--- src/hdl/kbe_pkg.sv ---
package kbe_pkg;

	// ************************************************************
	// Clock and timing
	// ************************************************************
	localparam int CLK_PERIOD_NS = 8;
	localparam int TIMER_W = 24;

	// Start-pulse gate of every keyboard character.
	localparam int START_PULSE_NS = 9_090_000;
	localparam int START_CYCLES =
		(START_PULSE_NS + CLK_PERIOD_NS - 1) / CLK_PERIOD_NS;

	// Lockout of function-word requests.
	localparam int LOCKOUT_NS = 70_000_000;
	localparam int LOCKOUT_CYCLES =
		(LOCKOUT_NS + CLK_PERIOD_NS - 1) / CLK_PERIOD_NS;

	// Internal pulse made from each acknowledge.
	localparam int ACK_PULSE_NS = 2_000;
	localparam int ACK_PULSE_CYCLES =
		(ACK_PULSE_NS + CLK_PERIOD_NS - 1) / CLK_PERIOD_NS;

	// Delay from request enable to the request itself.
	localparam int REQ_DELAY_NS = 4_400;
	localparam int REQ_DELAY_CYCLES =
		(REQ_DELAY_NS + CLK_PERIOD_NS - 1) / CLK_PERIOD_NS;

	// ************************************************************
	// Function word fields
	// ************************************************************
	localparam int FW_W = 8;
	localparam int FW_INPUT_SEL_BIT = 3;
	localparam int FW_KEY_ENABLE_BIT = 4;

	// ************************************************************
	// Input register
	// ************************************************************
	localparam int IN_REG_W = 8;
	localparam logic [7:0] IN_REG_RESET = 8'h00;

endpackage

--- src/hdl/kbe_timer_if.sv ---
`timescale 1ns/10ps
interface kbe_timer_if;
	logic fire;
	logic busy;
	modport owner (output fire, input busy);
	modport timer (input fire, output busy);
endinterface

--- src/hdl/kbe_echo_term.sv ---
`timescale 1ns/10ps
module kbe_echo_term
	import kbe_pkg::*;
#(
	parameter int P_START_CYCLES = START_CYCLES,
	parameter int P_LOCKOUT_CYCLES = LOCKOUT_CYCLES
) (
	// Clock and reset
	input wire logic i_clock,
	input wire logic i_rst_n,
	// Host word channel
	input wire logic [FW_W-1:0] i_func_word,
	input wire logic i_func_word_ack,
	input wire logic i_word_in_ack_alt,
	output logic o_func_word_request,
	output logic o_input_request,
	output logic o_interrupt_request,
	output logic [IN_REG_W-1:0] o_in_reg,
	// Keyboard and printer loop
	input wire logic i_key_line,
	input wire logic i_key_char_valid,
	input wire logic [IN_REG_W-1:0] i_key_char,
	output logic o_print_line_drive,
	output logic o_printer_motor_on,
	// Panel
	input wire logic i_kbd_clear_btn,
	input wire logic i_master_clear_btn,
	input wire logic i_interrupt_sel_btn,
	output logic o_key_entry_mode,
	output logic o_read_interlock,
	// Other console logic
	input wire logic i_reader_active,
	input wire logic i_serializer_start,
	input wire logic i_serializer_done,
	output logic o_serializer_init,
	output logic o_shifter_idle,
	output logic o_in_reg_reset,
	output logic o_key_to_in_reg_load
);

	typedef struct packed {
		logic kl_s1;
		logic kl_s2;
		logic kc_s1;
		logic kc_s2;
		logic mc_s1;
		logic mc_s2;
		logic mc_d;
		logic im_s1;
		logic im_s2;
		logic im_d;
		logic fw_ack_d;
		logic in_ack_d;
		logic key_entry_mode;
		logic line_ff;
		logic char_active;
		logic ready;
		logic req_en;
		logic req_en_d;
		logic dly_done;
		logic intr;
		logic shifter_idle;
		logic motor;
		logic [IN_REG_W-1:0] in_reg;
		logic in_reg_reset;
		logic load;
		logic print_drive;
		logic fw_req;
		logic in_req;
		logic int_req;
		logic ser_init;
	} kbe_state_t;

	kbe_state_t s;
	kbe_state_t next_s;

	kbe_timer_if t_fwp ();
	kbe_timer_if t_lock ();
	kbe_timer_if t_start ();
	kbe_timer_if t_ack ();
	kbe_timer_if t_dly ();

	logic fw_ack_edge;
	logic mc_press;
	logic term;
	logic enter;
	logic start_fire;

	// ************************************************************
	// Interval timers
	// ************************************************************
	kbe_timer #(.COUNT(ACK_PULSE_CYCLES)) u_fw_pulse (
		.i_clock(i_clock),
		.i_rst_n(i_rst_n),
		.tif(t_fwp)
	);
	kbe_timer #(.COUNT(P_LOCKOUT_CYCLES)) u_lockout (
		.i_clock(i_clock),
		.i_rst_n(i_rst_n),
		.tif(t_lock)
	);
	kbe_timer #(.COUNT(P_START_CYCLES)) u_start_gate (
		.i_clock(i_clock),
		.i_rst_n(i_rst_n),
		.tif(t_start)
	);
	kbe_timer #(.COUNT(ACK_PULSE_CYCLES)) u_ack_pulse (
		.i_clock(i_clock),
		.i_rst_n(i_rst_n),
		.tif(t_ack)
	);
	kbe_timer #(.COUNT(REQ_DELAY_CYCLES)) u_req_delay (
		.i_clock(i_clock),
		.i_rst_n(i_rst_n),
		.tif(t_dly)
	);

	// ************************************************************
	// Events
	// ************************************************************
	assign fw_ack_edge = i_func_word_ack & ~s.fw_ack_d;
	assign mc_press = s.mc_s2 & ~s.mc_d;
	// Terminate command is honoured only while the acknowledge pulse
	// stands, so a word left on the lines later has no effect.
	assign term = (t_fwp.busy & i_func_word[FW_INPUT_SEL_BIT]
		& ~i_func_word[FW_KEY_ENABLE_BIT])
		| s.kc_s2
		| s.mc_s2;
	assign enter = t_fwp.busy & i_func_word[FW_INPUT_SEL_BIT]
		& i_func_word[FW_KEY_ENABLE_BIT];
	// A start gate begins on the first space after an idle mark.
	assign start_fire = s.key_entry_mode & ~s.char_active
		& s.line_ff & ~s.kl_s2;

	assign t_fwp.fire = fw_ack_edge;
	assign t_lock.fire = fw_ack_edge | mc_press;
	assign t_start.fire = start_fire;
	assign t_ack.fire = i_word_in_ack_alt & ~s.in_ack_d;
	assign t_dly.fire = s.req_en & ~s.req_en_d;

	// ************************************************************
	// Next state
	// ************************************************************
	always_comb begin
		next_s = s;
		// Two-stage synchronisers for buttons and the key line.
		next_s.kl_s1 = i_key_line;
		next_s.kl_s2 = s.kl_s1;
		next_s.kc_s1 = i_kbd_clear_btn;
		next_s.kc_s2 = s.kc_s1;
		next_s.mc_s1 = i_master_clear_btn;
		next_s.mc_s2 = s.mc_s1;
		next_s.mc_d = s.mc_s2;
		next_s.im_s1 = i_interrupt_sel_btn;
		next_s.im_s2 = s.im_s1;
		next_s.im_d = s.im_s2;
		next_s.fw_ack_d = i_func_word_ack;
		next_s.in_ack_d = i_word_in_ack_alt;

		// Mode, indicator, read interlock and printer motor.
		if (term) begin
			next_s.key_entry_mode = 1'b0;
		end else if (enter) begin
			next_s.key_entry_mode = 1'b1;
		end
		next_s.motor = next_s.key_entry_mode;

		// Keyboard line flop; once out of the mode it only sets.
		if (s.kl_s2) begin
			next_s.line_ff = 1'b1;
		end else if (s.key_entry_mode) begin
			next_s.line_ff = 1'b0;
		end

		if (start_fire) begin
			next_s.char_active = 1'b1;
		end else if (i_key_char_valid || !s.key_entry_mode) begin
			next_s.char_active = 1'b0;
		end

		// Character arrival, acknowledge and termination.
		next_s.load = i_key_char_valid & s.key_entry_mode
			& ~term;
		if (t_ack.busy) begin
			next_s.ready = 1'b0;
		end
		if (next_s.load) begin
			next_s.ready = 1'b1;
		end
		if (term) begin
			next_s.ready = 1'b0;
		end
		next_s.req_en = s.ready & ~t_ack.busy & ~term;
		next_s.req_en_d = s.req_en;
		next_s.dly_done = s.req_en
			& (s.dly_done | (s.req_en_d & ~t_dly.busy));
		if (t_ack.busy) begin
			next_s.intr = 1'b0;
		end
		if (s.im_s2 && !s.im_d) begin
			next_s.intr = 1'b1;
		end
		if (term) begin
			next_s.intr = 1'b0;
		end

		// Input register.
		next_s.in_reg_reset = ~i_reader_active & ~t_ack.busy
			& ~s.ready;
		if (s.load) begin
			next_s.in_reg = i_key_char;
		end else if (s.in_reg_reset) begin
			next_s.in_reg = IN_REG_RESET;
		end

		// Requests to the host.
		next_s.in_req = s.req_en & s.dly_done & ~s.intr
			& ~i_reader_active;
		next_s.int_req = s.req_en & s.dly_done & s.intr
			& ~i_reader_active;
		next_s.fw_req = s.shifter_idle & ~t_lock.busy;

		// Serializer start is held off during key entry.
		next_s.ser_init = i_serializer_start & s.shifter_idle
			& ~s.key_entry_mode;
		if (mc_press) begin
			next_s.shifter_idle = 1'b1;
		end else if (s.ser_init) begin
			next_s.shifter_idle = 1'b0;
		end else if (i_serializer_done) begin
			next_s.shifter_idle = 1'b1;
		end

		// Printer drive: high is space, low is mark.
		next_s.print_drive = t_start.busy | ~s.line_ff;
	end

	// ************************************************************
	// State register
	// ************************************************************
	always_ff @(posedge i_clock) begin
		if (!i_rst_n) begin
			s <= '0;
			s.line_ff <= 1'b1;
			s.kl_s1 <= 1'b1;
			s.kl_s2 <= 1'b1;
			s.shifter_idle <= 1'b1;
			s.fw_ack_d <= 1'b1;
			s.in_ack_d <= 1'b1;
		end else begin
			s <= next_s;
		end
	end

	// ************************************************************
	// Outputs
	// ************************************************************
	assign o_func_word_request = s.fw_req;
	assign o_input_request = s.in_req;
	assign o_interrupt_request = s.int_req;
	assign o_in_reg = s.in_reg;
	assign o_print_line_drive = s.print_drive;
	assign o_printer_motor_on = s.motor;
	assign o_key_entry_mode = s.key_entry_mode;
	assign o_read_interlock = s.key_entry_mode;
	assign o_serializer_init = s.ser_init;
	assign o_shifter_idle = s.shifter_idle;
	assign o_in_reg_reset = s.in_reg_reset;
	assign o_key_to_in_reg_load = s.load;

endmodule

--- src/hdl/kbe_timer.sv ---
`timescale 1ns/10ps
module kbe_timer
	import kbe_pkg::*;
#(
	parameter int COUNT = 1
) (
	// Clock and reset
	input wire logic i_clock,
	input wire logic i_rst_n,
	// Trigger and gate
	kbe_timer_if.timer tif
);

	typedef struct packed {
		logic [TIMER_W-1:0] cnt;
		logic busy;
	} kbe_tmr_t;

	kbe_tmr_t s;
	kbe_tmr_t next_s;

	// ************************************************************
	// Gate of COUNT cycles, restarted by every fire.
	// ************************************************************
	always_comb begin
		next_s = s;
		if (tif.fire) begin
			next_s.cnt = TIMER_W'(COUNT - 1);
			next_s.busy = 1'b1;
		end else if (s.busy) begin
			if (s.cnt == '0) begin
				next_s.busy = 1'b0;
			end else begin
				next_s.cnt = s.cnt - TIMER_W'(1);
			end
		end
	end

	always_ff @(posedge i_clock) begin
		if (!i_rst_n) begin
			s <= '0;
		end else begin
			s <= next_s;
		end
	end

	assign tif.busy = s.busy;

endmodule

--- config.mk ---
export PLATFORM = sky130hd
export DESIGN_NAME = kbe_echo_term
export DESIGN_NICKNAME = d
export VERILOG_FILES = /design/src/hdl/kbe_pkg.sv /design/src/hdl/kbe_timer_if.sv /design/src/hdl/kbe_echo_term.sv /design/src/hdl/kbe_timer.sv
export SDC_FILE = /design/constraint.sdc
export NUM_CORES = 1
export LEC_CHECK = 0
export ABC_AREA = 1
export BUFFER_PORTS_ARGS = -buffer_cell sky130_fd_sc_hd__buf_2
export CORE_MARGIN = 2
export CORE_UTILIZATION = 40
export DETAILED_ROUTE_END_ITERATION = 10
export PLACE_DENSITY = 0.54
export SLEW_MARGIN = 0
export SYNTH_ARGS = -nofsm -noshare
export SYNTH_HDL_FRONTEND = slang
export SYNTH_SLANG_ARGS = --single-unit
--- constraint.sdc ---
create_clock -name i_clock -period 2.05 [get_ports i_clock]
set_input_delay 0.1025 -clock i_clock [delete_from_list [all_inputs] [get_ports i_clock]]
set_output_delay 0.1025 -clock i_clock [all_outputs]
set_load 0.02 [all_outputs]
Word-level counts from Yosys, hierarchy flattened --
Index checks and enable logic that the tools add are counted.
Cells by class: add/subtract/negate cells 5, multiply operators 0, div/mod/pow operators 0, order comparisons 0, equal/unequal tests 5, shift-type cells 0, muxes and demuxes 30, bitwise gates (word level) 53, reduce and logical (&&, ||, !) cells 37
Operators with widths (count):
- $logic_not 24->1 | 5
- $sub 24x1->24 const B | 5
- $mux 25 | 2
- $mux 22 | 2
- $mux 9 | 4
- $mux 8 | 4
- $and 1x1->1 | 26
- $mux 24 | 1
- $mux 11 | 2
- $not 1->1 | 22
- $mux 21 | 1
- $reduce_and 2->1 | 10
- $reduce_bool 2->1 | 10
- $reduce_or 2->1 | 8
- $mux 1 | 13
- $mux 10 | 1
- $ne 2x2->1 const B | 5
- $or 1x1->1 | 5
- $logic_not 1->1 | 2
- $logic_and 1x1->1 | 1
- $logic_or 1x1->1 | 1
Word-level totals: register bits 161, bits in latches 0, bits in writable memories 0, bits in read-only memories 0, input port bits 28, output and inout port bits 19, word-level logic and storage cells 174, memories 0

Longest topological paths before layout --
depth after elaboration 7, mapped depth 11, depth with buffers taken out 11

By module --
A second synthesis with hierarchy kept.
Unflattened totals: cells, all modules 1460, area total of the unflattened synthesis 9349.0 um2
Modules (own cells, without submodules):
- kbe_timer at u_ack_pulse ... | times used 2, cells each 271, area an instance 1650.3 um2, sequential area each 500.5 um2
- kbe_timer at u_req_delay | times used 1, cells each 257, area an instance 1601.5 um2, sequential area each 500.5 um2
- kbe_timer at u_start_gate | times used 1, cells each 259, area an instance 1601.5 um2, sequential area each 500.5 um2
- kbe_timer at u_lockout | times used 1, cells each 250, area an instance 1587.8 um2, sequential area each 500.5 um2
- kbe_echo_term | times used 1, cells each 152, area an instance 1257.5 um2, sequential area each 720.7 um2

Least setup slack after synthesis --
No wires, ideal clock.
kind reg2reg, start point reg u_lockout.s[1] (netlist name), end point reg u_lockout.s[19] (netlist name), library setup time 110 ps, arrival 1398 ps, data required time 1940 ps, slack 542 ps, stages on the path, launching flop included 12, path buffers 0, period minus slack after synthesis 1508 ps, cells stage by stage dfxtp_1 -> inv_1 -> ha_1 -> nand2_1 -> nor2_1 -> nand2_1 -> nor2_1 -> nand3_1 -> nand2_1 -> nand3_1 -> nand2_1 -> inv_1
Between the ends: word-level cells in the longest chain between the ends 4, elaborated cells between the ends (all ways) 7, those cells by class add/sub (1); eq/ne (1); mux (3); reduce/logical (2)
Ends and longest elaborated chain:
- from (decl) | line kbe_timer.sv:19 | kbe_tmr_t s;
- from (signal assigned) | line kbe_timer.sv:43 | s <= next_s;
- $sub 24x1->24 | line kbe_timer.sv:34 | next_s.cnt = s.cnt - TIMER_W'(1);
- $mux 24 | line kbe_timer.sv:31 | if (s.cnt == '0) begin
- $mux 25 | line kbe_timer.sv:30 | end else if (s.busy) begin
- $mux 25 | line kbe_timer.sv:27 | if (tif.fire) begin
Several ways; a longest one is shown, not always the timed one. The select of a mux whose other input is x is not followed. A chain may end at the register's enable or synchronous reset.

Final worst setup path --
start point reg u_start_gate.s[1] (netlist name), end point reg u_start_gate.s[2] (netlist name)
Between the ends: word-level cells in the longest chain between the ends 3, elaborated cells between the ends (all ways) 4, those cells by class add/sub (1); bitwise (1); reduce/logical (2)
Ends and longest elaborated chain (line):
- from (decl) | kbe_timer.sv:19
- from (signal assigned) | kbe_timer.sv:43
- parallel branches: the longest is 3 deep, another holds $sub 24x1->24
Parallel ways; which one is timed is not known.

==> metrics.md <==
| Metric | Value |
|---|---|
| Synth area leader | dfxtp_1 |
| Startpoint Class | flip-flop |
| Vias in the first global route | 7943 |
| Post-CTS Resized | 0 |
| Adder-cell share of the synthesized area | 1.39% |
| Worst-skew pair later-pin latency | 0.43 ns |
| Synth top cells by count | 367 x nand2_1, 264 x nor2_1, 172 x inv_1 |
| Distinct cell type count after synthesis | 38 |
| Max Buffers Root-to-Sink | 2 |
| Arrival time of the worst setup path | 2.10 ns |
| Drt pass-1 iters | 5 |
| Crit-path max FO | 16 |
| Worst-path clk slew | 0.07 ns |
| First-pass GRT wire length | 37600 um |
| Simple-Gate Fraction of Synth Area | 38.5% |
| DRT iter0 DRCs | 408 |
| Row count | 54 |
| Max Slew Vio Count | 0 |
| Nets | 1486 |
| Syn Area/Cell | 6.44 um2 |
| CP Capture Type | flip-flop |
| Sequential share of the synthesized area | 35.8% |
| WL/cell | 12.3 um |
| Worst Hold End | o_print_line_drive |
| Register bit total from synthesis | 161 |
| Main synth FF type | dfxtp_1 |
| Largest net degree at the start of global routing | 37 |
| Fin worst setup slack | 0.265 ns |
| Slowest stage delay, CP | 0.33 ns |
| PortBufs | 40 |
| Worst flop-to-flop path startpoint | u_start_gate.s[1] |
| Post-Place Worst Slack | 0.274 ns |
| Post-DP Area | 9410 um2 |
| Gpl congestion | 0.856 |
| # DRC | 0 |
| Layout cells sized above 1 | 8.97% |
| CTS root buffer | clkbuf_16 |
| Final WL | 21400 um |
| GR Overflow Total | 0 |
| Min Tclk post-route | 1.78 ns |
| Post-DP HPWL | 15600 um |
| CP required | 2.37 ns |
| Synth Area in Compound Gates | 7.85% |
| Slew headroom | 63.1% |
| Fraction of registers with async set/reset | 0% |
| Mapped Nets | 1436 |
| Endpoints failing setup | 0 |
| # H-tree levels | 4 |
| Register Area | 3220 um2 |
| Post-Syn Instances | 1398 |
| GR Util All Layers | 19.0% |
| Share of the synthesized area in the top cell type | 35.8% |
| Post-synthesis cell area | 9010 um2 |
| Hold Path Origin | i_rst_n |
| Cell family with most CP delay | simple AND/OR/NAND/NOR gates |
| Design Area, Final | 10200 um2 |
| Psw | 0.00271 W |
| Fin. Hold Viols | 0 |
| Power share of the sequential group | 39.2% |
| FILL cells | 2295 |
| Status | finished clean |
| Maximum VDD drop | 557 uV |
| R2R setup slack | 0.27 ns |
| Critical-path cell list | inv_1 -> ha_1 -> nand2_1 -> nor2_2 -> nand3_4 -> nand2_4 -> inv_2 -> o21ai_0 -> a21oi_1 |
| Hold crit path type | input pin to flip-flop |
| Pwr dens | 845 nW/um2 |
| Placed insts | 1690 |
| Yosys warning count | 0 |
| Chip Width | 154 um |
| Max Cap Violations | 0 |
| Setup total negative slack | 0 ns |
| Slowest stage cell, crit path | dfxtp_1 |
| Net Sw Frac | 31.4% |
| TritonCTS clock tree | built |
| Gate power share | 21.9% |
| Largest family of logic cells by synthesized area | simple AND/OR/NAND/NOR gates |
| Achievable Freq | 0.560 GHz |
| Util after Layout | 46.5% |
| Area of the multi-input gates | 4800 um2 |
| RSZ-0062 raised after global routing | false |
| Initial antenna violation count | 0 |
| Top-count cell post-synth | nand2_1 |
| CTS Sinks | 161 |
| Fin cells | 1741 |
| Clock buffer count from CTS | 17 |
| Hold path depth | 3 |
| Most area-consuming cells after synthesis | dfxtp_1 36%, nand2_1 15%, nor2_1 11%, inv_1 7.2%, nand3_1 5.2% |
| Clock Power Share | 38.9% |
| # diodes | 0 |
| Worst-margin pin slew | 0.552 ns |
| DR vias | 8330 |
| Crit share post-route | 87.1% |
| Kind of critical path | flip-flop to flip-flop |
| Starting Density | 41.0% |
| DRT antenna net count | 0 |
| Die area | 23700 um2 |
| Power Internal | 0.00592 W |
| Register-to-Register Path Depth | 9 |
| EDFF count, synth | 0 |
| Chip height | 154 um |
| RR Endpoint | u_start_gate.s[2] |
| Synth-to-Final Area Change | 13.4% |
| Buf/Inv on CP | 2 |
| Clk_skew | 0.0117 ns |
| Synth Area in XOR/XNOR | 5.54% |
| Core area | 22000 um2 |
| # IOs | 47 |
| Leakage Power | 4.89 nW |
| Avg Vias per Cell | 4.78 |
| Mux cell area share after synthesis | 0% |
## cell families after synthesis
family | count (synthesis)
xor+xnor | 57
compound gates | 134
buf+inv | 227
flops | 161
fa+ha+maj | 10
simple gates | 809
## timing repair
item	CTS	global route
endpoints found under the setup margin	0	0
hold buffers	19	0
setup buffers	0	0
hold endpoints to repair	23	0
## routing by layer
layer / GRT usage, % / wire (um) / vias up
li1: - / - / 4463
met1: 26.1 / 11000 / 3737
met2: 31.0 / 9600 / 111
met3: 3.58 / 642 / 19
met4: 4.32 / 234 / 0
met5: 0 / 0 / -
## worst max-delay path by stage
| stage | startpoint | to | slack [ns] | depth (start not counted) |
|---|---|---|---|---|
| floorplan | u_lockout.s[1] | u_lockout.s[19] | 0.54 | 11 |
| global placement | u_start_gate.s[1] | u_start_gate.s[2] | 0.28 | 9 |
| detailed placement | u_fw_pulse.s[1] | u_fw_pulse.s[7] | 0.27 | 11 |
| CTS | u_fw_pulse.s[1] | u_fw_pulse.s[7] | 0.26 | 11 |
| global route | u_fw_pulse.s[1] | u_fw_pulse.s[7] | 0.03 | 11 |
| finish | u_start_gate.s[1] | u_start_gate.s[2] | 0.27 | 9 |
## worst min-delay path, stage by stage
cell,delay [ns]
buf_2,0.11
inv_1,0.15
a21oi_1,0.15
## area by class of cell
type / instances / share of cell area [%]
Multi-Input combinational cell: 1010 / 46.9
Inverter: 178 / 6.54
Clock inverter: 13 / 1.71
Sequential cell: 161 / 31.5
Timing Repair Buffer: 80 / 5.49
Tap cell: 280 / 3.43
Clock buffer: 19 / 4.34
## power by group through the flow
stage               registers (W)  logic, W  clock network [W]
detailed placement        0.00345   0.00186                  0
global route              0.00340   0.00217            0.00358
finish                    0.00338   0.00189            0.00336
CTS                       0.00338   0.00189            0.00346
floorplan                 0.00342   0.00147                  0
global placement          0.00345   0.00186                  0
## placed cells by master, fill, tap and decap left out, types with 17 or more instances in the layout
cell,count
a21oi_1,85
nand3_1,93
nand2_1,367
buf_4,20
inv_1,172
dlygate4sd3_1,19
buf_2,40
o21ai_0,27
nand4_1,31
nor2_1,264
dfxtp_1,161
xor2_1,43
clkbuf_16,17
## metrics by stage
| stage | power [W] | hold slack [ns] |
|---|---|---|
| 6_report | 0.00863 | 0.140 |
| 2_1_floorplan | 0.00488 | 0.199 |
| 3_3_place_gp | 0.00530 | 0.288 |
| 4_1_cts | 0.00873 | 0.134 |
| 5_1_grt | 0.00915 | 0.148 |
| 3_5_place_dp | 0.00530 | 0.297 |
Note: power is estimated with default switching activity, not from simulation.
